`src/shared/ucm_pkg.sv`:
```
package ucm_pkg;
   // ****************************************
   // bus and register map
   // ****************************************
   localparam int          DATA_W     = 32;
   localparam int          ADDR_W     = 4;
   localparam logic [3:0]  CTRL_ADDR  = 4'h0;
   localparam logic [3:0]  STAT_ADDR  = 4'h4;
   localparam logic [1:0]  RESP_OKAY  = 2'h0;
   localparam logic [1:0]  RESP_SLV   = 2'h2;
   localparam int          CTRL_W     = 2;
   localparam int          STAT_W     = 11;

   // ****************************************
   // timing
   // ****************************************
   localparam int          CLK_HZ         = 20_000_000;
   localparam int          DISCHARGE_US   = 100;
   localparam int          DEGLITCH_US    = 150;
   localparam int          DSC_CYC        = DISCHARGE_US * (CLK_HZ / 1_000_000);
   localparam int          DEG_CYC        = DEGLITCH_US * (CLK_HZ / 1_000_000);
   localparam int          CNT_W          = 12;
   localparam logic [11:0] DSC_LAST       = 12'(DSC_CYC - 1);
   localparam logic [11:0] DEG_LAST       = 12'(DEG_CYC - 1);

   // ****************************************
   // types
   // ****************************************
   typedef enum logic [2:0] {
      MODE_OFF, MODE_DCP_AUTO, MODE_DCP_BC12, MODE_DCP_DIV, MODE_SDP, MODE_CDP
   } ucm_mode_e;

   typedef struct packed {
      logic force_discharge;
      logic variant_b;
   } ucm_ctrl_s;

   typedef struct packed {
      logic      auto_bc12;
      logic      data_switch;
      logic      const_current;
      logic      uv_ok;
      logic      therm_off;
      logic      fault;
      logic      discharging;
      logic      switch_on;
      ucm_mode_e mode;
   } ucm_stat_s;

   typedef struct packed {
      logic [2:0] mode_select;
      logic       enable;
      logic       discharge_request;
      logic       limit_threshold_select;
      logic       overcurrent;
      logic       die_over_first;
      logic       die_over_second;
      logic       die_cooled;
      logic       vin_above_on;
      logic       vin_above_off;
      logic       bc12_attached;
   } ucm_pins_s;

   // select1 is bit 0, select3 is bit 2
   function automatic ucm_mode_e decode_mode(input logic [2:0] s,
                                             input logic       var_b);
      ucm_mode_e m;
      m = MODE_OFF;
      if (var_b)
      begin
         unique case (s[1:0])
            2'b00:   m = MODE_DCP_AUTO;
            2'b10:   m = MODE_DCP_BC12;
            2'b01:   m = MODE_DCP_DIV;
            2'b11:   m = s[2] ? MODE_CDP : MODE_SDP;
         endcase
      end
      else if (s == 3'b000)
         m = MODE_OFF;
      else if (!s[0] && s[2])
         m = MODE_DCP_AUTO;
      else if (s[1] && !s[2])
         m = MODE_SDP;
      else if (s == 3'b001)
         m = MODE_DCP_BC12;
      else if (s == 3'b101)
         m = MODE_DCP_DIV;
      else
         m = MODE_CDP;
      return m;
   endfunction : decode_mode

   function automatic logic is_port_mode(input ucm_mode_e m);
      return (m == MODE_SDP) || (m == MODE_CDP);
   endfunction : is_port_mode
endpackage : ucm_pkg

```
`src/shared/ucm_reg_if.sv`:
```
interface ucm_reg_if;
   ucm_pkg::ucm_ctrl_s ctrl;
   ucm_pkg::ucm_stat_s stat;

   modport regs (output ctrl, input stat);
   modport core (input ctrl, output stat);
endinterface : ucm_reg_if

```
`src/rtl/ucm_axil_regs.sv`:
```
module ucm_axil_regs (
   input  wire logic                        aclk,
   input  wire logic                        aresetn,
   input  wire logic [ucm_pkg::ADDR_W-1:0]  s_axi_awaddr,
   input  wire logic                        s_axi_awvalid,
   output      logic                        s_axi_awready,
   input  wire logic [ucm_pkg::DATA_W-1:0]  s_axi_wdata,
   input  wire logic [3:0]                  s_axi_wstrb,
   input  wire logic                        s_axi_wvalid,
   output      logic                        s_axi_wready,
   output      logic [1:0]                  s_axi_bresp,
   output      logic                        s_axi_bvalid,
   input  wire logic                        s_axi_bready,
   input  wire logic [ucm_pkg::ADDR_W-1:0]  s_axi_araddr,
   input  wire logic                        s_axi_arvalid,
   output      logic                        s_axi_arready,
   output      logic [ucm_pkg::DATA_W-1:0]  s_axi_rdata,
   output      logic [1:0]                  s_axi_rresp,
   output      logic                        s_axi_rvalid,
   input  wire logic                        s_axi_rready,
   ucm_reg_if.regs                          rif
);
   logic                        aw_held;
   logic                        w_held;
   logic [ucm_pkg::ADDR_W-1:0]  aw_addr;
   logic [ucm_pkg::DATA_W-1:0]  w_data;
   logic                        w_lane0;
   logic                        do_write;

   assign s_axi_awready = !aw_held && !s_axi_bvalid;
   assign s_axi_wready  = !w_held && !s_axi_bvalid;
   assign s_axi_arready = !s_axi_rvalid;
   assign do_write      = aw_held && w_held;

   // ****************************************
   // write channel
   // ****************************************
   always_ff @(posedge aclk)
      if (!aresetn)
      begin
         aw_held <= 1'b0;
         w_held  <= 1'b0;
         aw_addr <= '0;
         w_data  <= '0;
         w_lane0 <= 1'b0;
      end
      else
      begin
         if (s_axi_awvalid && s_axi_awready)
         begin
            aw_held <= 1'b1;
            aw_addr <= s_axi_awaddr;
         end
         else if (do_write)
            aw_held <= 1'b0;
         if (s_axi_wvalid && s_axi_wready)
         begin
            w_held  <= 1'b1;
            w_data  <= s_axi_wdata;
            w_lane0 <= s_axi_wstrb[0];
         end
         else if (do_write)
            w_held <= 1'b0;
      end

   always_ff @(posedge aclk)
      if (!aresetn)
      begin
         s_axi_bvalid <= 1'b0;
         s_axi_bresp  <= ucm_pkg::RESP_OKAY;
      end
      else if (do_write)
      begin
         s_axi_bvalid <= 1'b1;
         s_axi_bresp  <= (aw_addr == ucm_pkg::CTRL_ADDR) ?
                         ucm_pkg::RESP_OKAY : ucm_pkg::RESP_SLV;
      end
      else if (s_axi_bready)
         s_axi_bvalid <= 1'b0;

   // force bit is a one-cycle kick, never stored
   always_ff @(posedge aclk)
      if (!aresetn)
         rif.ctrl <= '0;
      else
      begin
         rif.ctrl.force_discharge <= 1'b0;
         if (do_write && w_lane0 && aw_addr == ucm_pkg::CTRL_ADDR)
            rif.ctrl <= w_data[ucm_pkg::CTRL_W-1:0];
      end

   // ****************************************
   // read channel
   // ****************************************
   always_ff @(posedge aclk)
      if (!aresetn)
      begin
         s_axi_rvalid <= 1'b0;
         s_axi_rdata  <= '0;
         s_axi_rresp  <= ucm_pkg::RESP_OKAY;
      end
      else if (s_axi_arvalid && s_axi_arready)
      begin
         s_axi_rvalid <= 1'b1;
         s_axi_rresp  <= ucm_pkg::RESP_OKAY;
         s_axi_rdata  <= '0;
         if (s_axi_araddr == ucm_pkg::CTRL_ADDR)
            s_axi_rdata[ucm_pkg::CTRL_W-1:0] <= {1'b0, rif.ctrl.variant_b};
         else if (s_axi_araddr == ucm_pkg::STAT_ADDR)
            s_axi_rdata[ucm_pkg::STAT_W-1:0] <= rif.stat;
         else
            s_axi_rresp <= ucm_pkg::RESP_SLV;
      end
      else if (s_axi_rready)
         s_axi_rvalid <= 1'b0;
endmodule : ucm_axil_regs

```
`src/rtl/ucm_charge_ctrl.sv`:
```
module ucm_charge_ctrl (
   input  wire logic                        aclk,
   input  wire logic                        aresetn,
   input  wire logic [ucm_pkg::ADDR_W-1:0]  s_axi_awaddr,
   input  wire logic                        s_axi_awvalid,
   output      logic                        s_axi_awready,
   input  wire logic [ucm_pkg::DATA_W-1:0]  s_axi_wdata,
   input  wire logic [3:0]                  s_axi_wstrb,
   input  wire logic                        s_axi_wvalid,
   output      logic                        s_axi_wready,
   output      logic [1:0]                  s_axi_bresp,
   output      logic                        s_axi_bvalid,
   input  wire logic                        s_axi_bready,
   input  wire logic [ucm_pkg::ADDR_W-1:0]  s_axi_araddr,
   input  wire logic                        s_axi_arvalid,
   output      logic                        s_axi_arready,
   output      logic [ucm_pkg::DATA_W-1:0]  s_axi_rdata,
   output      logic [1:0]                  s_axi_rresp,
   output      logic                        s_axi_rvalid,
   input  wire logic                        s_axi_rready,
   input  wire logic [2:0]                  mode_select,
   input  wire logic                        enable,
   input  wire logic                        discharge_request,
   input  wire logic                        limit_threshold_select,
   input  wire logic                        overcurrent,
   input  wire logic                        die_over_first,
   input  wire logic                        die_over_second,
   input  wire logic                        die_cooled,
   input  wire logic                        vin_above_on,
   input  wire logic                        vin_above_off,
   input  wire logic                        bc12_attached,
   output      logic                        power_switch_on,
   output      logic                        discharge_on,
   output      logic                        data_switch_on,
   output      logic                        limit_resistor_second,
   output      logic                        const_current,
   output      logic                        dcp_short_on,
   output      logic                        dcp_divider_on,
   output      logic                        fault_n_out,
   output      logic                        fault_n_oe
);
   typedef enum logic [1:0] {ST_IDLE, ST_ON, ST_DSC} ucm_state_e;

   ucm_reg_if                rif ();
   ucm_pkg::ucm_pins_s       pins_raw;
   ucm_pkg::ucm_pins_s       pins_m;
   ucm_pkg::ucm_pins_s       pins;
   ucm_pkg::ucm_mode_e       mode;
   ucm_pkg::ucm_mode_e       prev_mode;
   ucm_state_e               state;
   logic [ucm_pkg::CNT_W-1:0] dsc_cnt;
   logic [ucm_pkg::CNT_W-1:0] deg_cnt;
   logic                     var_b;
   logic                     uv_ok;
   logic                     therm_off;
   logic                     auto_bc12;
   logic                     limiting;
   logic                     ilim_fault;
   logic                     hold_dsc;
   logic                     run_ok;
   logic                     mode_trig;
   logic                     attach_ev;
   logic                     trig;
   logic                     therm_trip;

   ucm_axil_regs u_regs (
      .aclk          (aclk),
      .aresetn       (aresetn),
      .s_axi_awaddr  (s_axi_awaddr),
      .s_axi_awvalid (s_axi_awvalid),
      .s_axi_awready (s_axi_awready),
      .s_axi_wdata   (s_axi_wdata),
      .s_axi_wstrb   (s_axi_wstrb),
      .s_axi_wvalid  (s_axi_wvalid),
      .s_axi_wready  (s_axi_wready),
      .s_axi_bresp   (s_axi_bresp),
      .s_axi_bvalid  (s_axi_bvalid),
      .s_axi_bready  (s_axi_bready),
      .s_axi_araddr  (s_axi_araddr),
      .s_axi_arvalid (s_axi_arvalid),
      .s_axi_arready (s_axi_arready),
      .s_axi_rdata   (s_axi_rdata),
      .s_axi_rresp   (s_axi_rresp),
      .s_axi_rvalid  (s_axi_rvalid),
      .s_axi_rready  (s_axi_rready),
      .rif           (rif.regs)
   );

   // ****************************************
   // pin synchronisers
   // ****************************************
   assign pins_raw = {mode_select, enable, discharge_request,
                      limit_threshold_select, overcurrent, die_over_first,
                      die_over_second, die_cooled, vin_above_on,
                      vin_above_off, bc12_attached};
   assign var_b    = rif.ctrl.variant_b;

   always_ff @(posedge aclk)
      if (!aresetn)
      begin
         pins_m <= '0;
         pins   <= '0;
      end
      else
      begin
         pins_m <= pins_raw;
         pins   <= pins_m;
      end

   // ****************************************
   // mode decode and history
   // ****************************************
   always_ff @(posedge aclk)
      if (!aresetn)
      begin
         mode      <= ucm_pkg::MODE_OFF;
         prev_mode <= ucm_pkg::MODE_OFF;
      end
      else
      begin
         mode      <= ucm_pkg::decode_mode(pins.mode_select, var_b);
         prev_mode <= mode;
      end

   // variant B holds the output discharged while its request input is low
   assign hold_dsc  = (!var_b && mode == ucm_pkg::MODE_OFF) ||
                      (var_b && !pins.discharge_request);
   assign run_ok    = uv_ok && !therm_off && !hold_dsc;
   assign mode_trig = (mode != prev_mode) &&
                      (ucm_pkg::is_port_mode(mode) ||
                       ucm_pkg::is_port_mode(prev_mode));
   assign attach_ev = (mode == ucm_pkg::MODE_DCP_AUTO) &&
                      pins.bc12_attached && !auto_bc12;
   assign trig      = mode_trig || attach_ev || rif.ctrl.force_discharge;

   // ****************************************
   // auto-detect tracking
   // ****************************************
   always_ff @(posedge aclk)
      if (!aresetn)
         auto_bc12 <= 1'b0;
      else if (mode != ucm_pkg::MODE_DCP_AUTO || !pins.bc12_attached)
         auto_bc12 <= 1'b0;
      else
         auto_bc12 <= 1'b1;

   // ****************************************
   // undervoltage lockout with hysteresis
   // ****************************************
   always_ff @(posedge aclk)
      if (!aresetn)
         uv_ok <= 1'b0;
      else if (pins.vin_above_on)
         uv_ok <= 1'b1;
      else if (!pins.vin_above_off)
         uv_ok <= 1'b0;

   // ****************************************
   // thermal shutdown
   // ****************************************
   assign limiting   = pins.overcurrent && power_switch_on;
   assign therm_trip = (pins.die_over_first && limiting) ||
                       pins.die_over_second;

   // trip beats cooled so a hot die never restarts early
   always_ff @(posedge aclk)
      if (!aresetn)
         therm_off <= 1'b0;
      else if (therm_trip)
         therm_off <= 1'b1;
      else if (pins.die_cooled)
         therm_off <= 1'b0;

   // ****************************************
   // discharge sequencer
   // ****************************************
   always_ff @(posedge aclk)
      if (!aresetn)
      begin
         state   <= ST_IDLE;
         dsc_cnt <= '0;
      end
      else
         unique case (state)
            ST_IDLE:
               if (run_ok)
                  state <= ST_ON;
            ST_ON:
               if (!run_ok)
                  state <= ST_IDLE;
               else if (trig)
               begin
                  state   <= ST_DSC;
                  dsc_cnt <= ucm_pkg::DSC_LAST;
               end
            ST_DSC:
               if (dsc_cnt == '0)
                  state <= run_ok ? ST_ON : ST_IDLE;
               else
                  dsc_cnt <= dsc_cnt - 1'b1;
         endcase

   // ****************************************
   // current limit deglitch
   // ****************************************
   // inrush into a large load must not flag a fault
   always_ff @(posedge aclk)
      if (!aresetn)
         deg_cnt <= '0;
      else if (!limiting)
         deg_cnt <= '0;
      else if (deg_cnt != ucm_pkg::DEG_LAST)
         deg_cnt <= deg_cnt + 1'b1;

   assign ilim_fault = limiting && deg_cnt == ucm_pkg::DEG_LAST;

   // ****************************************
   // registered outputs
   // ****************************************
   always_ff @(posedge aclk)
      if (!aresetn)
      begin
         power_switch_on       <= 1'b0;
         discharge_on          <= 1'b0;
         data_switch_on        <= 1'b0;
         limit_resistor_second <= 1'b0;
         const_current         <= 1'b0;
         dcp_short_on          <= 1'b0;
         dcp_divider_on        <= 1'b0;
         fault_n_oe            <= 1'b0;
      end
      else
      begin
         power_switch_on <= state == ST_ON && run_ok;
         discharge_on    <= state == ST_DSC || hold_dsc;
         data_switch_on  <= ucm_pkg::is_port_mode(mode) &&
                            (var_b ? pins.discharge_request : pins.enable);
         limit_resistor_second <= pins.limit_threshold_select;
         const_current   <= limiting;
         dcp_short_on    <= mode == ucm_pkg::MODE_DCP_BC12 ||
                            (mode == ucm_pkg::MODE_DCP_AUTO && auto_bc12);
         dcp_divider_on  <= mode == ucm_pkg::MODE_DCP_DIV ||
                            (mode == ucm_pkg::MODE_DCP_AUTO && !auto_bc12);
         fault_n_oe      <= therm_trip || therm_off || ilim_fault;
      end

   assign fault_n_out = 1'b0;

   assign rif.stat = '{auto_bc12:     auto_bc12,
                       data_switch:   data_switch_on,
                       const_current: const_current,
                       uv_ok:         uv_ok,
                       therm_off:     therm_off,
                       fault:         fault_n_oe,
                       discharging:   discharge_on,
                       switch_on:     power_switch_on,
                       mode:          mode};

   // ****************************************
   // checks
   // ****************************************
   off_mode_a: assert property (@(posedge aclk) disable iff (!aresetn)
      (!var_b && mode == ucm_pkg::MODE_OFF) |=>
      (!power_switch_on && discharge_on && !data_switch_on))
      else $error("off code left switch or data path on");

   auto_code_a: assert property (@(posedge aclk) disable iff (!aresetn)
      (!var_b && $stable(var_b) && !pins.mode_select[0] &&
       pins.mode_select[2]) |=> mode == ucm_pkg::MODE_DCP_AUTO)
      else $error("variant A auto-detect code misdecoded");

   sdp_code_a: assert property (@(posedge aclk) disable iff (!aresetn)
      (!var_b && $stable(var_b) && pins.mode_select[1] &&
       !pins.mode_select[2]) |=> mode == ucm_pkg::MODE_SDP)
      else $error("variant A SDP code misdecoded");

   b_codes_a: assert property (@(posedge aclk) disable iff (!aresetn)
      (var_b && pins.mode_select[1:0] == 2'b11) |=>
      mode == ($past(pins.mode_select[2]) ? ucm_pkg::MODE_CDP
                                          : ucm_pkg::MODE_SDP))
      else $error("variant B port code misdecoded");

   dsc_enter_a: assert property (@(posedge aclk) disable iff (!aresetn)
      (state == ST_ON && run_ok && mode_trig) |=>
      state == ST_DSC ##1 (!power_switch_on && discharge_on))
      else $error("port mode change did not discharge");

   sw_restore_a: assert property (@(posedge aclk) disable iff (!aresetn)
      (state == ST_DSC && dsc_cnt == '0 && run_ok && $stable(run_ok)) |=>
      state == ST_ON || !run_ok)
      else $error("switch not restored after discharge");

   undervoltage_lockout_hold_a: assert property (@(posedge aclk) disable iff (!aresetn)
      (!uv_ok && !pins.vin_above_on) |=> ##1 !power_switch_on)
      else $error("switch on during lockout");

   hot_trip_a: assert property (@(posedge aclk) disable iff (!aresetn)
      pins.die_over_second |=> (therm_off && fault_n_oe) ##1 !power_switch_on)
      else $error("second monitor did not shut down");

   fault_fast_a: assert property (@(posedge aclk) disable iff (!aresetn)
      (limiting && !therm_trip && !therm_off &&
       deg_cnt < ucm_pkg::DEG_LAST - 1) |=> !fault_n_oe)
      else $error("limit fault not deglitched");

   data_path_a: assert property (@(posedge aclk) disable iff (!aresetn)
      data_switch_on |-> ucm_pkg::is_port_mode($past(mode)))
      else $error("data switch closed outside port modes");

   limit_cc_a: assert property (@(posedge aclk) disable iff (!aresetn)
      (pins.overcurrent && power_switch_on) |=> const_current)
      else $error("overcurrent without constant current");

   hot_first_a: assert property (@(posedge aclk) disable iff (!aresetn)
      (pins.die_over_first && limiting) |=> therm_off ##1 !power_switch_on)
      else $error("first monitor did not shut down");

   flt_drop_a: assert property (@(posedge aclk) disable iff (!aresetn)
      (!therm_trip && !therm_off && !limiting) |=> !fault_n_oe)
      else $error("fault flag held after cause cleared");

   lim_sel_a: assert property (@(posedge aclk) disable iff (!aresetn)
      limit_resistor_second == $past(pins.limit_threshold_select))
      else $error("limit threshold select not followed");
endmodule : ucm_charge_ctrl

```
`config.mk`:
```
export PLATFORM = sky130hd
export DESIGN_NAME = ucm_charge_ctrl
export DESIGN_NICKNAME = d
export VERILOG_FILES = /design/src/shared/ucm_pkg.sv /design/src/shared/ucm_reg_if.sv /design/src/rtl/ucm_axil_regs.sv /design/src/rtl/ucm_charge_ctrl.sv
export SDC_FILE = /design/constraint.sdc
export NUM_CORES = 1
export LEC_CHECK = 0
export BUFFER_PORTS_ARGS = -buffer_cell sky130_fd_sc_hd__buf_2
export CAP_MARGIN = 20
export CORE_MARGIN = 10
export CORE_UTILIZATION = 36
export CTS_CLUSTER_DIAMETER = 80
export DETAILED_ROUTE_END_ITERATION = 16
export HOLD_SLACK_MARGIN = 0.1
export PLACE_DENSITY = 0.69
export SLEW_MARGIN = 20
export SYNTH_ARGS = -nofsm -noshare
export SYNTH_HDL_FRONTEND = slang
export SYNTH_SLANG_ARGS = --single-unit
export TNS_END_PERCENT = 1
```
`constraint.sdc`:
```
create_clock -name aclk -period 2.7 [get_ports aclk]
set_input_delay 0 -clock aclk [delete_from_list [all_inputs] [get_ports aclk]]
set_output_delay 0 -clock aclk [all_outputs]
set_load 0.01 [all_outputs]
```
Yosys cells after proc, flatten, opt, wreduce, memory -nomap -nowiden
Index checks and enable logic that the tools add are counted.
W data, S select, Z words.
{ "op_classes": {"eq_ne": 26, "addsub": 2, "n_reduce_logical": 66, "n_mux": 37} }
{ "op_table": {"columns": ["cell", "n"], "rows": [
  ["$mux W12", 3],
  ["$logic_and A1 B1 Y1", 24],
  ["$pmux W12 S2", 1],
  ["$mux W3", 6],
  ["$mux W2", 8],
  ["$eq A3 B3 Y1 const B", 5],
  ["$mux W1", 15],
  ["$logic_or A1 B1 Y1", 13],
  ["$add A12 B1 Y12 const B", 1],
  ["$eq A12 B12 Y1 const B", 1],
  ["$logic_not A1 Y1", 12],
  ["$logic_not A12 Y1", 1],
  ["$ne A12 B12 Y1 const B", 1],
  ["$pmux W3 S4", 1],
  ["$reduce_bool A2 Y1", 6],
  ["$sub A12 B1 Y12 const B", 1],
  ["$mux W11", 1],
  ["$ne A2 B2 Y1 const B", 5],
  ["$mux W9", 1],
  ["$logic_not A4 Y1", 2],
  ["$eq A2 B2 Y1 const B", 3],
  ["$eq A3 B1 Y1 const B", 2],
  ["$eq A3 B2 Y1 const B", 2],
  ["$logic_not A3 Y1", 2],
  ["11 further kinds", 14]
]} }
{ "word_totals": {"input_bits": 64, "register_bits": 97, "output_inout_bits": 50} }

Longest topological paths before layout
Gate-level depths: netlist of the first run.
{ "logic_depth": {"word_depth": 9, "depth_mapped": 8, "depth_no_buf": 7} }

By module
From an unflattened synthesis of the first run, not the netlist that was laid out.
{ "unflattened": {"cells_unflattened": 450, "hier_area_um2": 4200.3} }
{ "by_module_without_submodules": {"columns": ["mod", "cells_per_inst", "area_per_inst_um2", "n_inst", "seq_area_each_um2"], "rows": [
  ["ucm_charge_ctrl", 314, 2995.4, 1, 1381.3],
  ["ucm_axil_regs", 136, 1204.9, 1, 520.5]
]} }

Least setup slack after synthesis of the first run
Ideal clock, no wire load.
{ "synth_timing": {"kind": "register -> register", "start": "register dsc_cnt[0] (netlist bit)", "end": "register state[0]", "stages_incl_launch_ff": 9, "setup_ns": 0.128, "required_ns": 2.572, "slack_ns": 0.848, "period_less_slack_ns": 1.852, "t_arrival_ns": 1.723, "cell_sequence": "dfxtp_1 > inv_1 > ha_1 > nor3b_1 > and4_1 > clkbuf_1 > nand2b_1 > o211ai_1 > mux2i_1"} }
{ "synth_via": {"elab_chain_cells": 3} }
{ "synth_rtl": {"columns": ["item", "line_no", "text"], "rows": [
  ["from (decl)", "ucm_charge_ctrl.sv:51", "logic [ucm_pkg::CNT_W-1:0] dsc_cnt;"],
  ["from (signal assigned)", "ucm_charge_ctrl.sv:194", "dsc_cnt <= ucm_pkg::DSC_LAST;"],
  ["from (signal assigned)", "ucm_charge_ctrl.sv:200", "dsc_cnt <= dsc_cnt - 1'b1;"],
  ["$logic_not A12 Y1", "ucm_charge_ctrl.sv:197", "if (dsc_cnt == '0)"],
  ["$ne A2 B2 Y1 (no line)", null, null],
  ["$reduce_and A3 Y1 (no line)", null, null],
  ["to (signal assigned)", "ucm_charge_ctrl.sv:198", "state <= run_ok ? ST_ON : ST_IDLE;"],
  ["to (decl)", "ucm_charge_ctrl.sv:50", "ucm_state_e state;"]
]} }
No other way between the ends.
A chain may end at the register's enable or synchronous reset.

Worst setup path after layout of the first run
{ "layout_timing": {"start": "register mode[0]", "end": "register dsc_cnt[1] (netlist bit)"} }
{ "layout_via": {"elab_chain_cells": 8} }
{ "layout_rtl": {"columns": ["item", "line_no", "text"], "rows": [
  ["from (decl)", "ucm_charge_ctrl.sv:48", "ucm_pkg::ucm_mode_e mode;"],
  ["from (signal assigned)", "ucm_charge_ctrl.sv:116", "mode <= ucm_pkg::MODE_OFF;"],
  ["from (signal assigned)", "ucm_charge_ctrl.sv:121", "mode <= ucm_pkg::decode_mode(pins.mode_select, var_b);"],
  ["$eq A3 B3 Y1", "ucm_pkg.sv:94", "return (m == MODE_SDP) || (m == MODE_CDP);"],
  ["$logic_or A1 B1 Y1", "ucm_pkg.sv:94", null],
  ["$logic_or A1 B1 Y1", "ucm_charge_ctrl.sv:130", "(ucm_pkg::is_port_mode(mode) ||"],
  ["$logic_and A1 B1 Y1", "ucm_charge_ctrl.sv:129", "assign mode_trig = (mode != prev_mode) &&"],
  ["$logic_or A1 B1 Y1 (2 in a row)", "ucm_charge_ctrl.sv:134", "assign trig = mode_trig || attach_ev || rif.ctrl.force_discharge;"],
  ["$ne A2 B2 Y1 (no line)", null, null],
  ["$reduce_and A4 Y1 (no line) *", null, null]
]} }
Mark *: on every way between the ends. The rest lies on a longest branch, timed or not.

==> results of run 1 <==
logic make-up after synthesis:
| kind of cell | after synthesis | synth area share (%) |
|---|---|---|
| simple gates | 174 | 22.7 |
| flops | 95 | 47.2 |
| compound gates | 73 | 13.1 |
| buf+inv | 61 | 8.58 |
| mux | 13 | 3.26 |
| fa+ha+maj | 10 | 3.11 |
| xor+xnor | 9 | 1.96 |
| other cells | 1 | 0.0931 |
state kept, by name (all words and copies together), names as in the netlist, 3 cells and up:
| signal | count |
|---|---|
| pins | 13 |
| pins_m | 13 |
| deg_cnt | 12 |
| dsc_cnt | 12 |
| u_regs.s_axi_rdata | 11 |
| u_regs.aw_addr | 4 |
| mode | 3 |
| prev_mode | 3 |
metal layers:
metal	share of wire [%]	up-vias	track usage [%]
met3	8.3	7	3.90
met5	0	-	0
met1	45	1446	14.2
li1	-	1611	-
met4	1.0	0	3.62
met2	45	103	17.5
final cells by class:
type | instances | area, um^2
fill | 1049 | 6130
sequential | 95 | 1900
multi-input combinational | 303 | 1870
timing repair buffer | 86 | 573
tap | 140 | 175
clock buffer | 11 | 141
inverter | 18 | 67.6
clock inverter | 5 | 31.3
cell usage after synthesis (all sizes together), types with 3 or more instances:
cell type	number
nor4	8
nand2	32
a41o	3
nor3	12
buf	27
nand3	8
a22oi	9
nand2b	7
clkbuf	16
dfxtp	95
ha	10
a311oi	6
or4	5
a211oi	3
xor2	5
a21oi	16
mux2i	12
o31ai	4
nor2b	3
o21ai	6
nor2	54
a31oi	10
o41ai	3
xnor2	4
and2	31
inv	18
power groups by stage:
stage / Combinational [mW] / Sequential [mW] / Clock (mW)
after floorplan: 0.594 / 1.56 / 0
after global placement: 0.684 / 1.57 / 0
after detailed placement: 0.697 / 1.57 / 0
after CTS: 0.734 / 1.54 / 0.857
after global routing: 0.825 / 1.55 / 0.907
final: 0.744 / 1.54 / 0.841
per-stage QoR:
stage / total power [mW] / util (%) / setup slack, ps / instance area [um^2]
after global routing: 3.29 / 43.7 / 314 / 4760
after global placement: 2.25 / 39.6 / 557 / 4310
final: 3.13 / 43.7 / 544 / 4760
after CTS: 3.13 / 43.7 / 446 / 4760
after detailed placement: 2.27 / 39.6 / 469 / 4310
after floorplan: 2.15 / - / 848 / 4110
worst max-delay path, delay by kind of cell, from the launching register on:
| kind | cells | cell delay [ps] |
|---|---|---|
| compound gates | 3 | 1090 |
| flops | 1 | 460 |
| simple gates | 2 | 500 |
path summary, 6_finish.rpt:
kind / startpoint / end / cells past startpoint
max: mode[0] / dsc_cnt[1] / 5
min: s_axi_wvalid / u_regs.w_held / 4
min reg2reg: pins_m[12] / pins[12] / 1
max reg2reg: mode[0] / dsc_cnt[1] / 5
repair_timing:
item | 4_1_cts | 5_1_grt
gates resized for setup | 0 | 0
endpoints found under the hold margin | 24 | 0
hold buffers | 27 | 0
==> impl_metrics.json, run 1 <==
{
  "slowest_delay_ps": 600,
  "cp_data_arrival_time_ps": 2400,
  "nets": 587,
  "grt_pass1_wl_um": 15200,
  "synth-seq-cells": 95,
  "synth_edf_count": 0,
  "rows": 38,
  "r2r_setup_slack_ps": 540,
  "cpMaxStageDelayCell": "a21oi_2",
  "p_leak_nw": 1.99,
  "worst_setup_path_start_kind": "flop",
  "yosysWarnings": 0,
  "p_seq_share_pct": 49.3,
  "diodes": 0,
  "most-common-layout-cells": "dfxtp_1 (95), buf_2 (56), nor2_1 (54)",
  "port_buffers": 56,
  "grt_usage_pct": 11.2,
  "slew_headroom_pct": 49.4,
  "path_clk_slew_ps": 100,
  "setup_viol": 0,
  "power_frac_clock_pct": 26.9,
  "via_count": 3167,
  "cts_setup_buffers": 0,
  "finalNonFillerCells": 658,
  "synth_ff_type": "dfxtp_1",
  "final.min_clock_period_ps": 2160,
  "die_w_um": 126,
  "areaGrowthSynthToFinish_pct": 18.3,
  "clockBufferDepth": 2,
  "ir_drop_mv": 0.332,
  "wire_per_inst_um": 13.6,
  "hold_viol": 0,
  "die_h_um": 126,
  "slew_viol_final": 0,
  "dr.pass1.iters": 4,
  "drc": 0,
  "skew_ps": 12.9,
  "numCtsBuffers": 9,
  "power_density_mw_per_mm2": 656,
  "viasPerCell": 4.81,
  "cp.required_ps": 2950,
  "synth.largest_area_cell": "dfxtp_1",
  "hold_slack_ps": 136,
  "fin_tns_setup_ps": 0,
  "worst-setup-path-type": "reg -> reg",
  "dp_cells": 615,
  "fp.dieArea_mm2": 0.0158,
  "io_pins": 114,
  "post-route-period-util_pct": 79.9,
  "synthTopCellsByArea": "dfxtp_1 (47%), nor2_1 (5.0%), and2_1 (4.8%)",
  "antenna_left": 0,
  "intPower_mw": 2.14,
  "drt_iter0_markers": 132,
  "place_hpwl_um": 6300,
  "p_comb_share_pct": 23.8,
  "routabilityCongestion": 0.843,
  "avgSynthCellArea_um2": 9.23,
  "grt-ovfl-total": 0,
  "cts_htree_levels": 3,
  "cp_max_fo": 12,
  "cts_root_buf": "clkbuf_8",
  "grt_max_degree": 47,
  "end_kind": "flop",
  "wirelength_um": 8980,
  "syn_area_mm2": 0.00403,
  "fmax_mhz": 464,
  "switchingPower_mw": 0.985,
  "clk-insertion-delay-late_ps": 350,
  "cts.sinks": 95,
  "worst_pin_slew_ps": 759,
  "rsz0062_at_grt": "no",
  "cts_tree": "done",
  "async_flop_share_pct": 0,
  "worst_hold_path_type": "in -> reg",
  "swShare_pct": 31.5,
  "drive_above_1_share_pct": 17.0,
  "grt_pass1_vias": 3144,
  "status": "complete, no violations",
  "cap_violations": 0,
  "antenna_found_initial": 0,
  "synthDistinctLibCells": 57,
  "core_mm2": 0.0109,
  "final_common_cell": "dfxtp_1",
  "ys_seq_area_share_pct": 47.2,
  "synth_top_area_share_pct": 47.2,
  "synthCells": 436,
  "path_cells": "or4_1 > nand4b_1 > a21oi_2 > a31oi_1 > a311oi_1",
  "start_util_pct": 37.0
}
(Power assumes the default switching activity.)
==> run 2: changes to the inputs <==
--- a/config.mk
+++ b/config.mk
@@ -12,7 +12,7 @@
 export CTS_CLUSTER_DIAMETER = 80
 export DETAILED_ROUTE_END_ITERATION = 16
 export HOLD_SLACK_MARGIN = 0.1
-export PLACE_DENSITY = 0.69
+export PLACE_DENSITY = 0.71
 export SLEW_MARGIN = 20
 export SYNTH_ARGS = -nofsm -noshare
 export SYNTH_HDL_FRONTEND = slang
==> constraint.sdc (replaced) <==
create_clock -name aclk -period 1.9 [get_ports aclk]
set_input_delay 0 -clock aclk [delete_from_list [all_inputs] [get_ports aclk]]
set_output_delay 0 -clock aclk [all_outputs]
set_load 0.01 [all_outputs]
==> run 2 against run 1 <==
  * Cell area grew 5.7%
  * Critical path type unchanged
  * Clock skew grew 1.4 ps
  * Power grew 56%
  * Critical path depth grew 1
  * Worst hold slack lost 12 ps
  * Sequential share of layout area shrank 2.1 points
  * Largest power group unchanged
  * Non-clock buffer count grew 24
  * First-iteration DRC count grew 6.1%
  * Flip-flop and latch count is the same
  * Combinational power grew 91%
  * Via count grew 6.5%
==> impl_metrics.json, run 2 (synthesis results as in run 1) <==
{
  "finalNonFillerCells": 682,
  "setup_viol": 0,
  "fillers": 1001,
  "cts_root_buf": "clkbuf_8",
  "final_common_cell": "dfxtp_1",
  "status": "complete, no violations",
  "cp_max_fo": 7,
  "die_w_um": 126,
  "die_h_um": 126,
  "power_density_mw_per_mm2": 968,
  "cp_top_family": "simple AND/OR/NAND/NOR gates",
  "nets": 611,
  "dp_cells": 636,
  "end_kind": "flop",
  "slew_viol_final": 0,
  "io_pins": 114,
  "final.min_clock_period_ps": 1880,
  "grt-ovfl-total": 0,
  "port_buffers": 56,
  "most-common-layout-cells": "dfxtp_1 (93), buf_2 (56), nor2_1 (54)",
  "hold_viol": 0,
  "p_leak_nw": 2.13,
  "slew_headroom_pct": 65.1,
  "dr.pass1.iters": 4,
  "post-route-period-util_pct": 98.7,
  "core_mm2": 0.0109,
  "wirelength_um": 9610,
  "drc": 0,
  "cp_data_arrival_time_ps": 2150,
  "grt_usage_pct": 11.6,
  "clk-insertion-delay-late_ps": 370,
  "r2r_cells": 6,
  "place_ws_ps": -12.0,
  "place_hpwl_um": 6710,
  "start_util_pct": 37.0,
  "worst_setup_path_start_kind": "flop",
  "cpMaxStageDelayCell": "or4_4",
  "fin_tns_setup_ps": 0,
  "cap_violations": 0,
  "hold_slack_ps": 124,
  "areaGrowthSynthToFinish_pct": 25.0,
  "r2r-start": "u_regs.rif.ctrl[0]",
  "r2r-end": "dsc_cnt[1]",
  "grt_pass1_wl_um": 15800,
  "clockBufferDepth": 2,
  "cts_htree_levels": 3,
  "rows": 38,
  "numCtsBuffers": 9,
  "diodes": 0,
  "whs_path_depth": 4,
  "antenna_left": 0,
  "worst-setup-path-type": "reg -> reg",
  "worst_hold_path_type": "in -> reg",
  "via_count": 3373,
  "fp.dieArea_mm2": 0.0158,
  "hp-start": "s_axi_wvalid",
  "ff_latch_area_mm2": 0.00190,
  "grt_pass1_vias": 3317,
  "path_cells": "or4_4 > nand4b_1 > a21o_2 > nor3_2 > buf_4 > a311oi_2",
  "top_regs": "pins: 13 flops, pins_m: 13 flops",
  "cp.required_ps": 2170,
  "drive_above_1_share_pct": 23.2,
  "setup_slack_ps": 24.8,
  "r2r_setup_slack_ps": 20,
  "drt_iter0_markers": 140,
  "antenna_found_initial": 0,
  "viasPerCell": 4.95,
  "grt_max_degree": 24,
  "fmax_mhz": 533,
  "routabilityCongestion": 0.845,
  "rsz0062_at_grt": "yes",
  "wire_per_inst_um": 14.1,
  "skew_ps": 14.3,
  "multiInputGateArea_mm2": 0.00194,
  "slowest_delay_ps": 540,
  "min_to": "u_regs.w_held",
  "ir_drop_mv": 0.590,
  "path_buf_inv": 1,
  "cts_tree": "done",
  "path_clk_slew_ps": 100,
  "cts.sinks": 95,
  "worst_pin_slew_ps": 522
}
-- run 2: cell type report --
cell class	instances	area share, %
Tap cell	140	3.48
Clock inverter	6	1.24
Inverter	18	1.34
Sequential cell	95	37.8
Multi-Input combinational cell	303	38.6
Clock buffer	10	2.53
Timing Repair Buffer	110	15.0
-- run 2: timing repair --
| action | 4_1_cts | 5_1_grt |
|---|---|---|
| gates cloned | 0 | 1 |
| hold endpoints to repair | 24 | 0 |
| buffers inserted | 0 | 3 |
| pin swaps | 1 | 4 |
| endpoints found under the setup margin | 5 | 12 |
| hold buffers | 26 | 0 |
| resized for setup | 5 | 12 |
-- run 2: routing by layer --
layer	vias to the layer above	global-route usage, %	share of wire [%]
li1	1670	-	-
met1	1567	14.1	44
met2	126	18.7	47
met3	10	4.82	8.4
met4	0	2.88	1.2
met5	-	0	0
-- run 2: how the worst max path moves through the flow --
stage / startpoint / endpoint / slack [ps] / depth (start not counted)
6_report: u_regs.rif.ctrl[0] / dsc_cnt[1] / 20 / 6
5_1_grt: u_regs.rif.ctrl[0] / dsc_cnt[0] / -50 / 6
4_1_cts: dsc_cnt[1] / dsc_cnt[8] / -60 / 7
3_5_place_dp: dsc_cnt[1] / dsc_cnt[8] / -10 / 7
3_3_place_gp: dsc_cnt[1] / dsc_cnt[8] / 30 / 7
2_1_floorplan: dsc_cnt[0] / state[0] / 50 / 8
-- run 2: through the flow --
stage | total power [mW] | util (%) | cell area, um^2
6_report | 4.87 | 46.2 | 5030
5_1_grt | 5.15 | 46.2 | 5030
4_1_cts | 4.71 | 45.5 | 4950
3_5_place_dp | 3.38 | 41.1 | 4470
3_3_place_gp | 3.35 | 41.1 | 4470
2_1_floorplan | 3.06 | - | 4110
-- run 2: report_power, final --
part           internal, mW  switching (mW)  leakage [nW]
combinational         0.675           0.746          1.26
clock                 0.510           0.751        0.0897
sequential             2.10          0.0937         0.776
total                  3.28            1.59          2.13
-- run 2: worst min-delay path: cells and delay by family --
| family | cells | cell delay, ps |
|---|---|---|
| buffers and inverters | 1 | 70 |
| AO/OA/AOI/OAI | 1 | 70 |
| AND/OR/NAND/NOR | 2 | 320 |
